[config.mk]
export PLATFORM = sky130hd
export DESIGN_NAME = tmr_timer
export DESIGN_NICKNAME = d
export VERILOG_FILES = /design/src/tmr_pkg.sv /design/src/tmr_channel.sv /design/src/tmr_timer.sv
export SDC_FILE = /design/constraint.sdc
export NUM_CORES = 1
export LEC_CHECK = 0
export BUFFER_PORTS_ARGS = -buffer_cell sky130_fd_sc_hd__buf_4
export CAP_MARGIN = 20
export CORE_UTILIZATION = 30
export CTS_BUF_LIST = sky130_fd_sc_hd__clkbuf_8
export DETAILED_ROUTE_END_ITERATION = 16
export SYNTH_ARGS = -nofsm -noshare
export SYNTH_HDL_FRONTEND = slang
export SYNTH_HIERARCHICAL = 1
export SYNTH_SLANG_ARGS = --single-unit
[constraint.sdc]
create_clock -name clk_sys_i -period 2.8 [get_ports clk_sys_i]
set_clock_uncertainty 0.1 [all_clocks]
set_input_delay 0.14 -clock clk_sys_i [delete_from_list [all_inputs] [get_ports clk_sys_i]]
set_output_delay 0.14 -clock clk_sys_i [all_outputs]
set_load 0.02 [all_outputs]
[src/tmr_pkg.sv]
// Shared constants and types of the two-channel timer
package tmr_pkg;

  // Widths of the register port and of the counting path
  localparam int ADDR_W = 8;
  localparam int DATA_W = 8;
  localparam int CNT_W = 16;
  localparam int PRE_W = 7;
  localparam int PS_W = 3;

  // Register offsets on the byte-wide register port
  localparam logic [7:0] OFS_STATUS_CTRL = 8'h20;
  localparam logic [7:0] OFS_CNT_HI = 8'h21;
  localparam logic [7:0] OFS_CNT_LO = 8'h22;
  localparam logic [7:0] OFS_MOD_HI = 8'h23;
  localparam logic [7:0] OFS_MOD_LO = 8'h24;
  localparam logic [7:0] OFS_CH0_CTRL = 8'h25;
  localparam logic [7:0] OFS_CH0_VAL_HI = 8'h26;
  localparam logic [7:0] OFS_CH0_VAL_LO = 8'h27;
  localparam logic [7:0] OFS_CH1_CTRL = 8'h28;
  localparam logic [7:0] OFS_CH1_VAL_HI = 8'h29;
  localparam logic [7:0] OFS_CH1_VAL_LO = 8'h2A;

  // Field positions of timer_status_control
  localparam int BIT_OVF_FLAG = 7;
  localparam int BIT_OVF_IE = 6;
  localparam int BIT_STOP = 5;
  localparam int BIT_CNT_RST = 4;
  localparam int PS_LSB = 0;

  // Field positions of the channel status/control registers
  localparam int CH_BIT_FLAG = 7;
  localparam int CH_BIT_BUF = 5;

  // Reset values and special codes
  localparam logic RST_STOP = 1'b1;
  localparam logic [CNT_W-1:0] RST_MOD = 16'hFFFF;
  localparam logic [PS_W-1:0] RST_PS = 3'h0;
  localparam logic [PS_W-1:0] PS_NONE = 3'h7;
  localparam logic [PRE_W-1:0] PRE_ONE = 7'h01;
  localparam logic [DATA_W-1:0] DATA_ZERO = 8'h00;

  // Edge/level select codes
  localparam logic [1:0] ELS_PORT = 2'h0;
  localparam logic [1:0] ELS_RISE = 2'h1;
  localparam logic [1:0] ELS_FALL = 2'h2;
  localparam logic [1:0] ELS_BOTH = 2'h3;

  // Channel control bits 6..0, in register order
  typedef struct packed {
    logic ie;
    logic buf_sel;
    logic mode_a;
    logic els_b;
    logic els_a;
    logic tov;
    logic max;
  } tmr_ch_ctrl_s;

  localparam tmr_ch_ctrl_s CH_CTRL_RST = '0;

  // Operating mode of a channel decoded from its control bits
  typedef enum logic [3:0] {
    MODE_PORT = 4'b0001,
    MODE_CAPTURE = 4'b0010,
    MODE_COMPARE = 4'b0100,
    MODE_BUF_COMPARE = 4'b1000
  } tmr_ch_mode_e;

endpackage

[src/tmr_channel.sv]
`timescale 1ns/1ps
// One capture/compare channel: control register, flag, value and pin
module tmr_channel #(
  parameter bit HAS_BUF = 1'b1
) (
  input wire logic clk_sys_i,
  input wire logic arst_n_i,
  input wire logic [15:0] cnt_i,
  input wire logic tick_i,
  input wire logic ovf_i,
  input wire logic ctrl_wr_i,
  input wire logic ctrl_rd_i,
  input wire logic val_hi_wr_i,
  input wire logic val_lo_wr_i,
  input wire logic [7:0] wdata_i,
  input wire logic pin_i,
  output logic [7:0] ctrl_o,
  output logic [15:0] val_o,
  output logic irq_o,
  output logic pin_o,
  output logic pin_oe_n_o
);

  tmr_pkg::tmr_ch_ctrl_s ctrl_r;
  tmr_pkg::tmr_ch_mode_e mode;
  logic flag_r;
  logic arm_r;
  logic [15:0] val_r;
  logic [7:0] val_hi_r;
  logic cmp_inhibit_r;
  logic pin_prev_r;
  logic pin_r;
  logic oe_n_r;
  logic irq_r;
  logic edge_hit;
  logic cmp_hit;
  logic evt;

  // Mode decode from buffered, mode A and edge/level bits
  always_comb begin
    if ({ctrl_r.els_b, ctrl_r.els_a} == tmr_pkg::ELS_PORT) begin
      mode = tmr_pkg::MODE_PORT;
    end else if (ctrl_r.buf_sel) begin
      mode = tmr_pkg::MODE_BUF_COMPARE;
    end else if (ctrl_r.mode_a) begin
      mode = tmr_pkg::MODE_COMPARE;
    end else begin
      mode = tmr_pkg::MODE_CAPTURE;
    end
  end

  // Active edge and compare match detection
  always_comb begin
    unique case ({ctrl_r.els_b, ctrl_r.els_a})
      tmr_pkg::ELS_RISE: edge_hit = pin_i & ~pin_prev_r;
      tmr_pkg::ELS_FALL: edge_hit = ~pin_i & pin_prev_r;
      tmr_pkg::ELS_BOTH: edge_hit = pin_i ^ pin_prev_r;
      default: edge_hit = 1'b0;
    endcase
    cmp_hit = tick_i & (cnt_i == val_r) & ~cmp_inhibit_r;
    // Capture flags on pin edges, both compare modes on a match
    unique case (mode)
      tmr_pkg::MODE_CAPTURE: evt = edge_hit;
      tmr_pkg::MODE_PORT: evt = 1'b0;
      default: evt = cmp_hit;
    endcase
  end

  // Pin history for edge detection
  always_ff @(posedge clk_sys_i or negedge arst_n_i) begin
    if (!arst_n_i) begin
      pin_prev_r <= 1'b0;
    end else begin
      pin_prev_r <= pin_i;
    end
  end

  // Control bits; bit 5 exists only where buffering is offered
  always_ff @(posedge clk_sys_i or negedge arst_n_i) begin
    if (!arst_n_i) begin
      ctrl_r <= tmr_pkg::CH_CTRL_RST;
    end else if (ctrl_wr_i) begin
      ctrl_r <= tmr_ch_ctrl_s_of(wdata_i);
    end
  end

  function automatic tmr_pkg::tmr_ch_ctrl_s tmr_ch_ctrl_s_of(
    input logic [7:0] d);
    tmr_pkg::tmr_ch_ctrl_s c;
    c = d[6:0];
    c.buf_sel = HAS_BUF ? d[tmr_pkg::CH_BIT_BUF] : 1'b0;
    return c;
  endfunction

  // Flag: event wins over a clear, clear needs a prior read of 1
  always_ff @(posedge clk_sys_i or negedge arst_n_i) begin
    if (!arst_n_i) begin
      flag_r <= 1'b0;
      arm_r <= 1'b0;
    end else begin
      if (evt) begin
        flag_r <= 1'b1;
      end else if (ctrl_wr_i && !wdata_i[tmr_pkg::CH_BIT_FLAG] && arm_r) begin
        flag_r <= 1'b0;
      end
      if (evt || ctrl_wr_i) begin
        arm_r <= 1'b0;
      end else if (ctrl_rd_i && flag_r) begin
        arm_r <= 1'b1;
      end
    end
  end

  // Value: capture store or two-byte software write
  always_ff @(posedge clk_sys_i or negedge arst_n_i) begin
    if (!arst_n_i) begin
      val_r <= '0;
      val_hi_r <= tmr_pkg::DATA_ZERO;
      cmp_inhibit_r <= 1'b0;
    end else begin
      if (val_hi_wr_i) begin
        val_hi_r <= wdata_i;
        cmp_inhibit_r <= 1'b1; // Half-written value must not match
      end else if (val_lo_wr_i) begin
        val_r <= {val_hi_r, wdata_i};
        cmp_inhibit_r <= 1'b0;
      end else if (evt && mode == tmr_pkg::MODE_CAPTURE) begin
        val_r <= cnt_i;
      end
    end
  end

  // Pin drive; overflow toggle beats a same-cycle compare
  always_ff @(posedge clk_sys_i or negedge arst_n_i) begin
    if (!arst_n_i) begin
      pin_r <= 1'b1;
      oe_n_r <= 1'b1;
    end else begin
      unique case (mode)
        tmr_pkg::MODE_PORT: begin
          pin_r <= ~ctrl_r.mode_a;
          oe_n_r <= 1'b1;
        end
        tmr_pkg::MODE_CAPTURE: begin
          oe_n_r <= 1'b1;
        end
        default: begin
          oe_n_r <= 1'b0;
          if (ovf_i && ctrl_r.tov) begin
            pin_r <= ~pin_r;
          end else if (cmp_hit) begin
            unique case ({ctrl_r.els_b, ctrl_r.els_a})
              tmr_pkg::ELS_RISE: pin_r <= ~pin_r;
              tmr_pkg::ELS_FALL: pin_r <= 1'b0;
              default: pin_r <= 1'b1;
            endcase
          end
        end
      endcase
    end
  end

  // Interrupt request follows flag and enable
  always_ff @(posedge clk_sys_i or negedge arst_n_i) begin
    if (!arst_n_i) begin
      irq_r <= 1'b0;
    end else begin
      irq_r <= flag_r & ctrl_r.ie;
    end
  end

  assign ctrl_o = {flag_r, ctrl_r};
  assign val_o = val_r;
  assign irq_o = irq_r;
  assign pin_o = pin_r;
  assign pin_oe_n_o = oe_n_r;

endmodule // tmr_channel

[src/tmr_timer.sv]
// The plain strobed port is this design's own decision.
`timescale 1ns/1ps
module tmr_timer (
  input wire logic clk_sys_i,
  input wire logic arst_n_i,
  input wire logic [7:0] addr_i,
  input wire logic [7:0] wdata_i,
  input wire logic wr_i,
  input wire logic rd_i,
  output logic [7:0] rdata_o,
  output logic ovf_irq_o,
  output logic [1:0] ch_irq_o,
  input wire logic [1:0] ch_pin_i,
  output logic [1:0] ch_pin_o,
  output logic [1:0] ch_pin_oe_n_o
);

  // Address decode
  logic sel_status;
  logic sel_cnt_hi;
  logic sel_cnt_lo;
  logic sel_mod_hi;
  logic sel_mod_lo;
  logic sel_ch0_ctrl;
  logic sel_ch0_hi;
  logic sel_ch0_lo;
  logic sel_ch1_ctrl;
  logic sel_ch1_hi;
  logic sel_ch1_lo;

  // Status/control state
  logic ovf_flag_r;
  logic ovf_arm_r;
  logic ovf_ie_r;
  logic stop_r;
  logic [2:0] ps_r;

  // Counting path
  logic [6:0] pre_r;
  logic [6:0] pre_mask;
  logic [15:0] cnt_r;
  logic [15:0] mod_r;
  logic mod_inhibit_r;
  logic cnt_rst;
  logic tick;
  logic tick_en;
  logic at_mod;
  logic rollover;
  logic ovf_evt;

  // Counter readback latch
  logic [7:0] lo_latch_r;
  logic latched_r;

  // Read data and requests
  logic [7:0] rdata_r;
  logic [7:0] rdata_nxt;
  logic ovf_irq_r;

  // Channel connections
  logic [7:0] ch0_ctrl;
  logic [7:0] ch1_ctrl;
  logic [15:0] ch0_val;
  logic [15:0] ch1_val;

  // Register selects
  always_comb begin
    sel_status = addr_i == tmr_pkg::OFS_STATUS_CTRL;
    sel_cnt_hi = addr_i == tmr_pkg::OFS_CNT_HI;
    sel_cnt_lo = addr_i == tmr_pkg::OFS_CNT_LO;
    sel_mod_hi = addr_i == tmr_pkg::OFS_MOD_HI;
    sel_mod_lo = addr_i == tmr_pkg::OFS_MOD_LO;
    sel_ch0_ctrl = addr_i == tmr_pkg::OFS_CH0_CTRL;
    sel_ch0_hi = addr_i == tmr_pkg::OFS_CH0_VAL_HI;
    sel_ch0_lo = addr_i == tmr_pkg::OFS_CH0_VAL_LO;
    sel_ch1_ctrl = addr_i == tmr_pkg::OFS_CH1_CTRL;
    sel_ch1_hi = addr_i == tmr_pkg::OFS_CH1_VAL_HI;
    sel_ch1_lo = addr_i == tmr_pkg::OFS_CH1_VAL_LO;
  end

  // The counter-reset bit is a pulse, never stored
  assign cnt_rst = wr_i & sel_status &
                   wdata_i[tmr_pkg::BIT_CNT_RST];

  // Tick when every prescaler bit below the selected tap is one
  always_comb begin
    pre_mask = (tmr_pkg::PRE_ONE << ps_r) - tmr_pkg::PRE_ONE;
    tick = (ps_r != tmr_pkg::PS_NONE) &&
           ((pre_r & pre_mask) == pre_mask);
    tick_en = tick & ~stop_r & ~cnt_rst;
    at_mod = cnt_r == mod_r;
    rollover = tick_en & at_mod;
    ovf_evt = rollover & ~mod_inhibit_r;
  end

  // Status/control fields other than the flag
  always_ff @(posedge clk_sys_i or negedge arst_n_i) begin
    if (!arst_n_i) begin
      ovf_ie_r <= 1'b0;
      stop_r <= tmr_pkg::RST_STOP;
      ps_r <= tmr_pkg::RST_PS;
    end else if (wr_i && sel_status) begin
      ovf_ie_r <= wdata_i[tmr_pkg::BIT_OVF_IE];
      stop_r <= wdata_i[tmr_pkg::BIT_STOP];
      ps_r <= wdata_i[tmr_pkg::PS_LSB +: tmr_pkg::PS_W];
    end
  end

  // Overflow flag: set beats clear, a 1 written is ignored
  always_ff @(posedge clk_sys_i or negedge arst_n_i) begin
    if (!arst_n_i) begin
      ovf_flag_r <= 1'b0;
    end else if (ovf_evt) begin
      ovf_flag_r <= 1'b1;
    end else if (wr_i && sel_status && ovf_arm_r &&
                 !wdata_i[tmr_pkg::BIT_OVF_FLAG]) begin
      ovf_flag_r <= 1'b0;
    end
  end

  // Clear arming: a read seeing 1 arms, an overflow or any status/control write disarms
  always_ff @(posedge clk_sys_i or negedge arst_n_i) begin
    if (!arst_n_i) begin
      ovf_arm_r <= 1'b0;
    end else if (ovf_evt || (wr_i && sel_status)) begin
      ovf_arm_r <= 1'b0;
    end else if (rd_i && sel_status && ovf_flag_r) begin
      ovf_arm_r <= 1'b1;
    end
  end

  // Prescaler runs only while the counter is not stopped
  always_ff @(posedge clk_sys_i or negedge arst_n_i) begin
    if (!arst_n_i) begin
      pre_r <= '0;
    end else if (cnt_rst) begin
      pre_r <= '0;
    end else if (!stop_r) begin
      pre_r <= pre_r + tmr_pkg::PRE_ONE;
    end
  end

  // Counter: clear, roll over at modulo, or count up
  always_ff @(posedge clk_sys_i or negedge arst_n_i) begin
    if (!arst_n_i) begin
      cnt_r <= '0;
    end else if (cnt_rst) begin
      cnt_r <= '0;
    end else if (rollover) begin
      cnt_r <= '0;
    end else if (tick_en) begin
      cnt_r <= cnt_r + 16'h0001;
    end
  end

  // Modulo bytes; a high write holds off the overflow flag until the low write
  always_ff @(posedge clk_sys_i or negedge arst_n_i) begin
    if (!arst_n_i) begin
      mod_r <= tmr_pkg::RST_MOD;
      mod_inhibit_r <= 1'b0;
    end else if (wr_i && sel_mod_hi) begin
      mod_r[15:8] <= wdata_i;
      mod_inhibit_r <= 1'b1;
    end else if (wr_i && sel_mod_lo) begin
      mod_r[7:0] <= wdata_i;
      mod_inhibit_r <= 1'b0;
    end
  end

  // Low-byte latch keeps a coherent 16-bit readback
  always_ff @(posedge clk_sys_i or negedge arst_n_i) begin
    if (!arst_n_i) begin
      lo_latch_r <= tmr_pkg::DATA_ZERO;
      latched_r <= 1'b0;
    end else if (rd_i && sel_cnt_lo) begin
      latched_r <= 1'b0;
    end else if (rd_i && sel_cnt_hi && !latched_r) begin
      lo_latch_r <= cnt_r[7:0];
      latched_r <= 1'b1;
    end
  end

  // Read multiplexer; unmapped addresses read zero
  always_comb begin
    rdata_nxt = tmr_pkg::DATA_ZERO;
    if (sel_status) begin
      rdata_nxt[tmr_pkg::BIT_OVF_FLAG] = ovf_flag_r;
      rdata_nxt[tmr_pkg::BIT_OVF_IE] = ovf_ie_r;
      rdata_nxt[tmr_pkg::BIT_STOP] = stop_r;
      rdata_nxt[tmr_pkg::PS_LSB +: tmr_pkg::PS_W] = ps_r;
    end else if (sel_cnt_hi) begin
      rdata_nxt = cnt_r[15:8];
    end else if (sel_cnt_lo) begin
      rdata_nxt = latched_r ? lo_latch_r : cnt_r[7:0];
    end else if (sel_mod_hi) begin
      rdata_nxt = mod_r[15:8];
    end else if (sel_mod_lo) begin
      rdata_nxt = mod_r[7:0];
    end else if (sel_ch0_ctrl) begin
      rdata_nxt = ch0_ctrl;
    end else if (sel_ch0_hi) begin
      rdata_nxt = ch0_val[15:8];
    end else if (sel_ch0_lo) begin
      rdata_nxt = ch0_val[7:0];
    end else if (sel_ch1_ctrl) begin
      rdata_nxt = ch1_ctrl;
    end else if (sel_ch1_hi) begin
      rdata_nxt = ch1_val[15:8];
    end else if (sel_ch1_lo) begin
      rdata_nxt = ch1_val[7:0];
    end
  end

  // Read data stand only in the cycle after the strobe
  always_ff @(posedge clk_sys_i or negedge arst_n_i) begin
    if (!arst_n_i) begin
      rdata_r <= tmr_pkg::DATA_ZERO;
    end else if (rd_i) begin
      rdata_r <= rdata_nxt;
    end else begin
      rdata_r <= tmr_pkg::DATA_ZERO;
    end
  end

  // Overflow request, registered so the port comes from a flip-flop
  always_ff @(posedge clk_sys_i or negedge arst_n_i) begin
    if (!arst_n_i) begin
      ovf_irq_r <= 1'b0;
    end else begin
      ovf_irq_r <= ovf_flag_r & ovf_ie_r;
    end
  end

  // Channel 0 carries the buffered-mode bit
  tmr_channel #(
    .HAS_BUF(1'b1)
  ) u_ch0 (
    .clk_sys_i(clk_sys_i),
    .arst_n_i(arst_n_i),
    .cnt_i(cnt_r),
    .tick_i(tick_en),
    .ovf_i(rollover),
    .ctrl_wr_i(wr_i & sel_ch0_ctrl),
    .ctrl_rd_i(rd_i & sel_ch0_ctrl),
    .val_hi_wr_i(wr_i & sel_ch0_hi),
    .val_lo_wr_i(wr_i & sel_ch0_lo),
    .wdata_i(wdata_i),
    .pin_i(ch_pin_i[0]),
    .ctrl_o(ch0_ctrl),
    .val_o(ch0_val),
    .irq_o(ch_irq_o[0]),
    .pin_o(ch_pin_o[0]),
    .pin_oe_n_o(ch_pin_oe_n_o[0])
  );

  // Channel 1 has no buffered-mode bit
  tmr_channel #(
    .HAS_BUF(1'b0)
  ) u_ch1 (
    .clk_sys_i(clk_sys_i),
    .arst_n_i(arst_n_i),
    .cnt_i(cnt_r),
    .tick_i(tick_en),
    .ovf_i(rollover),
    .ctrl_wr_i(wr_i & sel_ch1_ctrl),
    .ctrl_rd_i(rd_i & sel_ch1_ctrl),
    .val_hi_wr_i(wr_i & sel_ch1_hi),
    .val_lo_wr_i(wr_i & sel_ch1_lo),
    .wdata_i(wdata_i),
    .pin_i(ch_pin_i[1]),
    .ctrl_o(ch1_ctrl),
    .val_o(ch1_val),
    .irq_o(ch_irq_o[1]),
    .pin_o(ch_pin_o[1]),
    .pin_oe_n_o(ch_pin_oe_n_o[1])
  );

  assign rdata_o = rdata_r;
  assign ovf_irq_o = ovf_irq_r;

endmodule // tmr_timer

==> results.ini <==
[floorplan]
row_count=59
die_y_um=166.7
die_w_um=166.7
dieArea_um2=27780
initial_core_util_pct=30.87
coreArea_um2=26350
io_pins=37

[sta]
layout_setup_ws_ns=0.04736
rsz0062_at_grt=true
tns_ns=0
setup_viol=0
finalCriticalPeriod_ns=2.753
slew_viol_final=0
relSlewSlack_pct=49.60
maxClockFrequency_mhz=363.3
hold_slack_ns=0.1350
finalHoldViolations=0
fin_crit_sh_pct=98.31
worstMarginPinSlew_ns=0.7561

[global_route]
antenna_found_initial=0
grt_pass1_vias=6059
grt.total_usage_pct=17.75
grt_pass1_wl_um=37230
grt_max_degree=75
grt_overflow=0

[place]
dp_hpwl_um=16850
port_buffers=36
routabilityCongestion=0.9032
placed_cell_area_um2=9001
dp_slack_ns=-0.006651
dp_cells=1141

[synth]
synth_nets=795
synth_area_um2=8135
ys_warn_count=6
ys.flop_type=dfrtp_1
yosys-top-cells-area=dfrtp_1 (37%), mux2_2 (13%), dfstp_2 (6.8%)
synth.most_common_cell=dfrtp_1
ys_ff_latch=140
synthTopCellsByCount=dfrtp_1 (119), mux2_2 (95), nand2_1 (62), nor2_1 (47), a21oi_1 (41)
syn_inst=766
netlist.area_leader.share_pct=36.60
ys_seq_area_share_pct=43.39
synthArstFlopShare_pct=100.0
syn_avg_cell_area_um2=10.62
yosys.area.top_type=dfrtp_1
ys_types=69
synth-edff-count=0

[routing]
wl_um=24010
drc=0
drt-initial-drc-count=520
ant_nets=0
dr.pass1.iters=7
wire_per_inst_um=20.21
num_vias=6318
vias_per_cell=5.318

[worst_setup_path]
critPathCapture=u_ch1/pin_o
crit_arrival_ns=3.03
cp.required_ns=3.08
crit_start=ps_r[1]
critical_path_class=reg2reg
setup.worst_path.end_class=flop
critPathMaxFanout=5
rr_worst_depth=10
rrSetupSlack_ns=0.05
cp-start-kind=flop
rr_startpoint=ps_r[1]
r2r_end=u_ch1/pin_o

[cells_and_area]
final_cells=1188
num-fill-cells=2589
num-nets-final=869
syn_to_final_growth_pct=17.52
antennaDiodeCount=0
final_area_um2=9560
multi_input_area_um2=4358
drive_gt1_share_pct=32.71
final-seq-area_um2=3530
fin_util_pct=36.28

[pwr]
internal_power_mw=3.634
total_power_mw=5.525
swShare_pct=34.22
peakVddDrop_uv=298.1
seq_power_share_pct=43.7
power.share.clock_pct=29.1
power.density_nw_per_um2=577.9
switchingPower_mw=1.890
comb_power_share_pct=27.2
p_leak_nw=4.476

[clock_network]
cts_max_level=4
cts_inserted_buffers=17
clock_sinks=140
clockBufferDepth=2
cts_tree=built
cts_root_buf=clkbuf_8
path_clk_slew_ns=0.08
clk_latency_ns=0.47

[status]
status=complete, no violations

[worst_hold_path]
hp-class=in2reg

[job]
maxCapViolations=0

## flip-flops by register name (all words and copies together), names as in the netlist, 3 cells and up
register	cells
cnt_r	16
lo_latch_r	8
mod_r	16
u_ch0/val_hi_r	8
rdata_o	8
u_ch0/val_o	16
u_ch1/ctrl_o	6
ps_r	3
u_ch1/val_o	16
pre_r	7
u_ch1/val_hi_r	8
u_ch0/ctrl_o	7
## placed cells by master, fill, tap and decap left out, types with 11 or more instances in the layout
cell,n
mux2_1,13
xor2_1,39
mux2i_1,23
o21ai_0,21
xnor2_1,16
dfstp_2,21
buf_4,82
nor2_1,45
nand2_1,61
nor2b_1,13
clkbuf_8,19
nand3_1,22
o22ai_1,11
mux2_4,18
dlygate4sd3_1,13
mux2_2,95
dfrtp_1,119
inv_1,22
a21oi_1,40
## how the worst min path moves through the flow
stage                          from    endpoint  slack [ns]  depth (start not counted)
final                     addr_i[2]  rdata_o[1]        0.13                          3
after global routing      addr_i[2]  rdata_o[1]        0.17                          3
after CTS                 addr_i[2]  rdata_o[1]        0.12                          3
after detailed placement   arst_n_i  rdata_o[5]        0.14                          1
after global placement     arst_n_i  rdata_o[5]        0.13                          1
after floorplan            arst_n_i    cnt_r[0]       -0.26                          0
## final cells by class
cell class	instances	share of cell area [%]
clock buffers	19	2.735
clock inverters	13	1.217
inverters	21	0.8245
multi-input cells	562	45.58
flip-flops and latches	140	36.92
well taps	335	4.384
repair buffers	98	8.337
## logic make-up after synthesis
kind of cell,after synthesis,synth area share (%)
DFF,140,43.39
adders and majority gates,7,1.077
buffers and inverters,64,3.830
xor gates and xnor gates,55,5.921
and+or+nand+nor,214,13.43
muxes,150,21.38
AOI/OAI and AO/OA,135,10.94
other,1,0.04610
## power groups by stage
stage                     registers (mW)  clock network [mW]  logic (mW)
after global routing                2.44                1.71        1.63
final                               2.41                1.61        1.50
after detailed placement            2.45                   0        1.41
after floorplan                     2.44                   0       0.904
after global placement              2.45                   0        1.40
after CTS                           2.41                1.64        1.43
## worst max-delay path, cell delays in order, from the launching register on
cell	delay (ns)
dfrtp_1	0.39
or3_4	0.42
ha_4	0.19
xor2_1	0.15
o2bb2ai_1	0.11
a221oi_4	0.27
nand2_2	0.14
nor2_2	0.16
nand4b_1	0.21
or2_2	0.35
o211ai_1	0.18
## timing repair
item | 4_1_cts | 5_1_grt
buffers inserted | 0 | 2
pin swaps | 1 | 2
endpoints found under the setup margin | 3 | 14
hold endpoints to repair | 122 | 0
resized for setup | 0 | 8
hold buffers | 13 | 0
## per-layer routing
metal  wire, um  vias up  GRT usage [%]
li1           -     2890              -
met1      11490     3195          25.92
met2      10600      200          26.23
met3       1404       33          3.470
met4        526        0          5.515
met5          0        -              0
(Power assumes the default switching activity.)
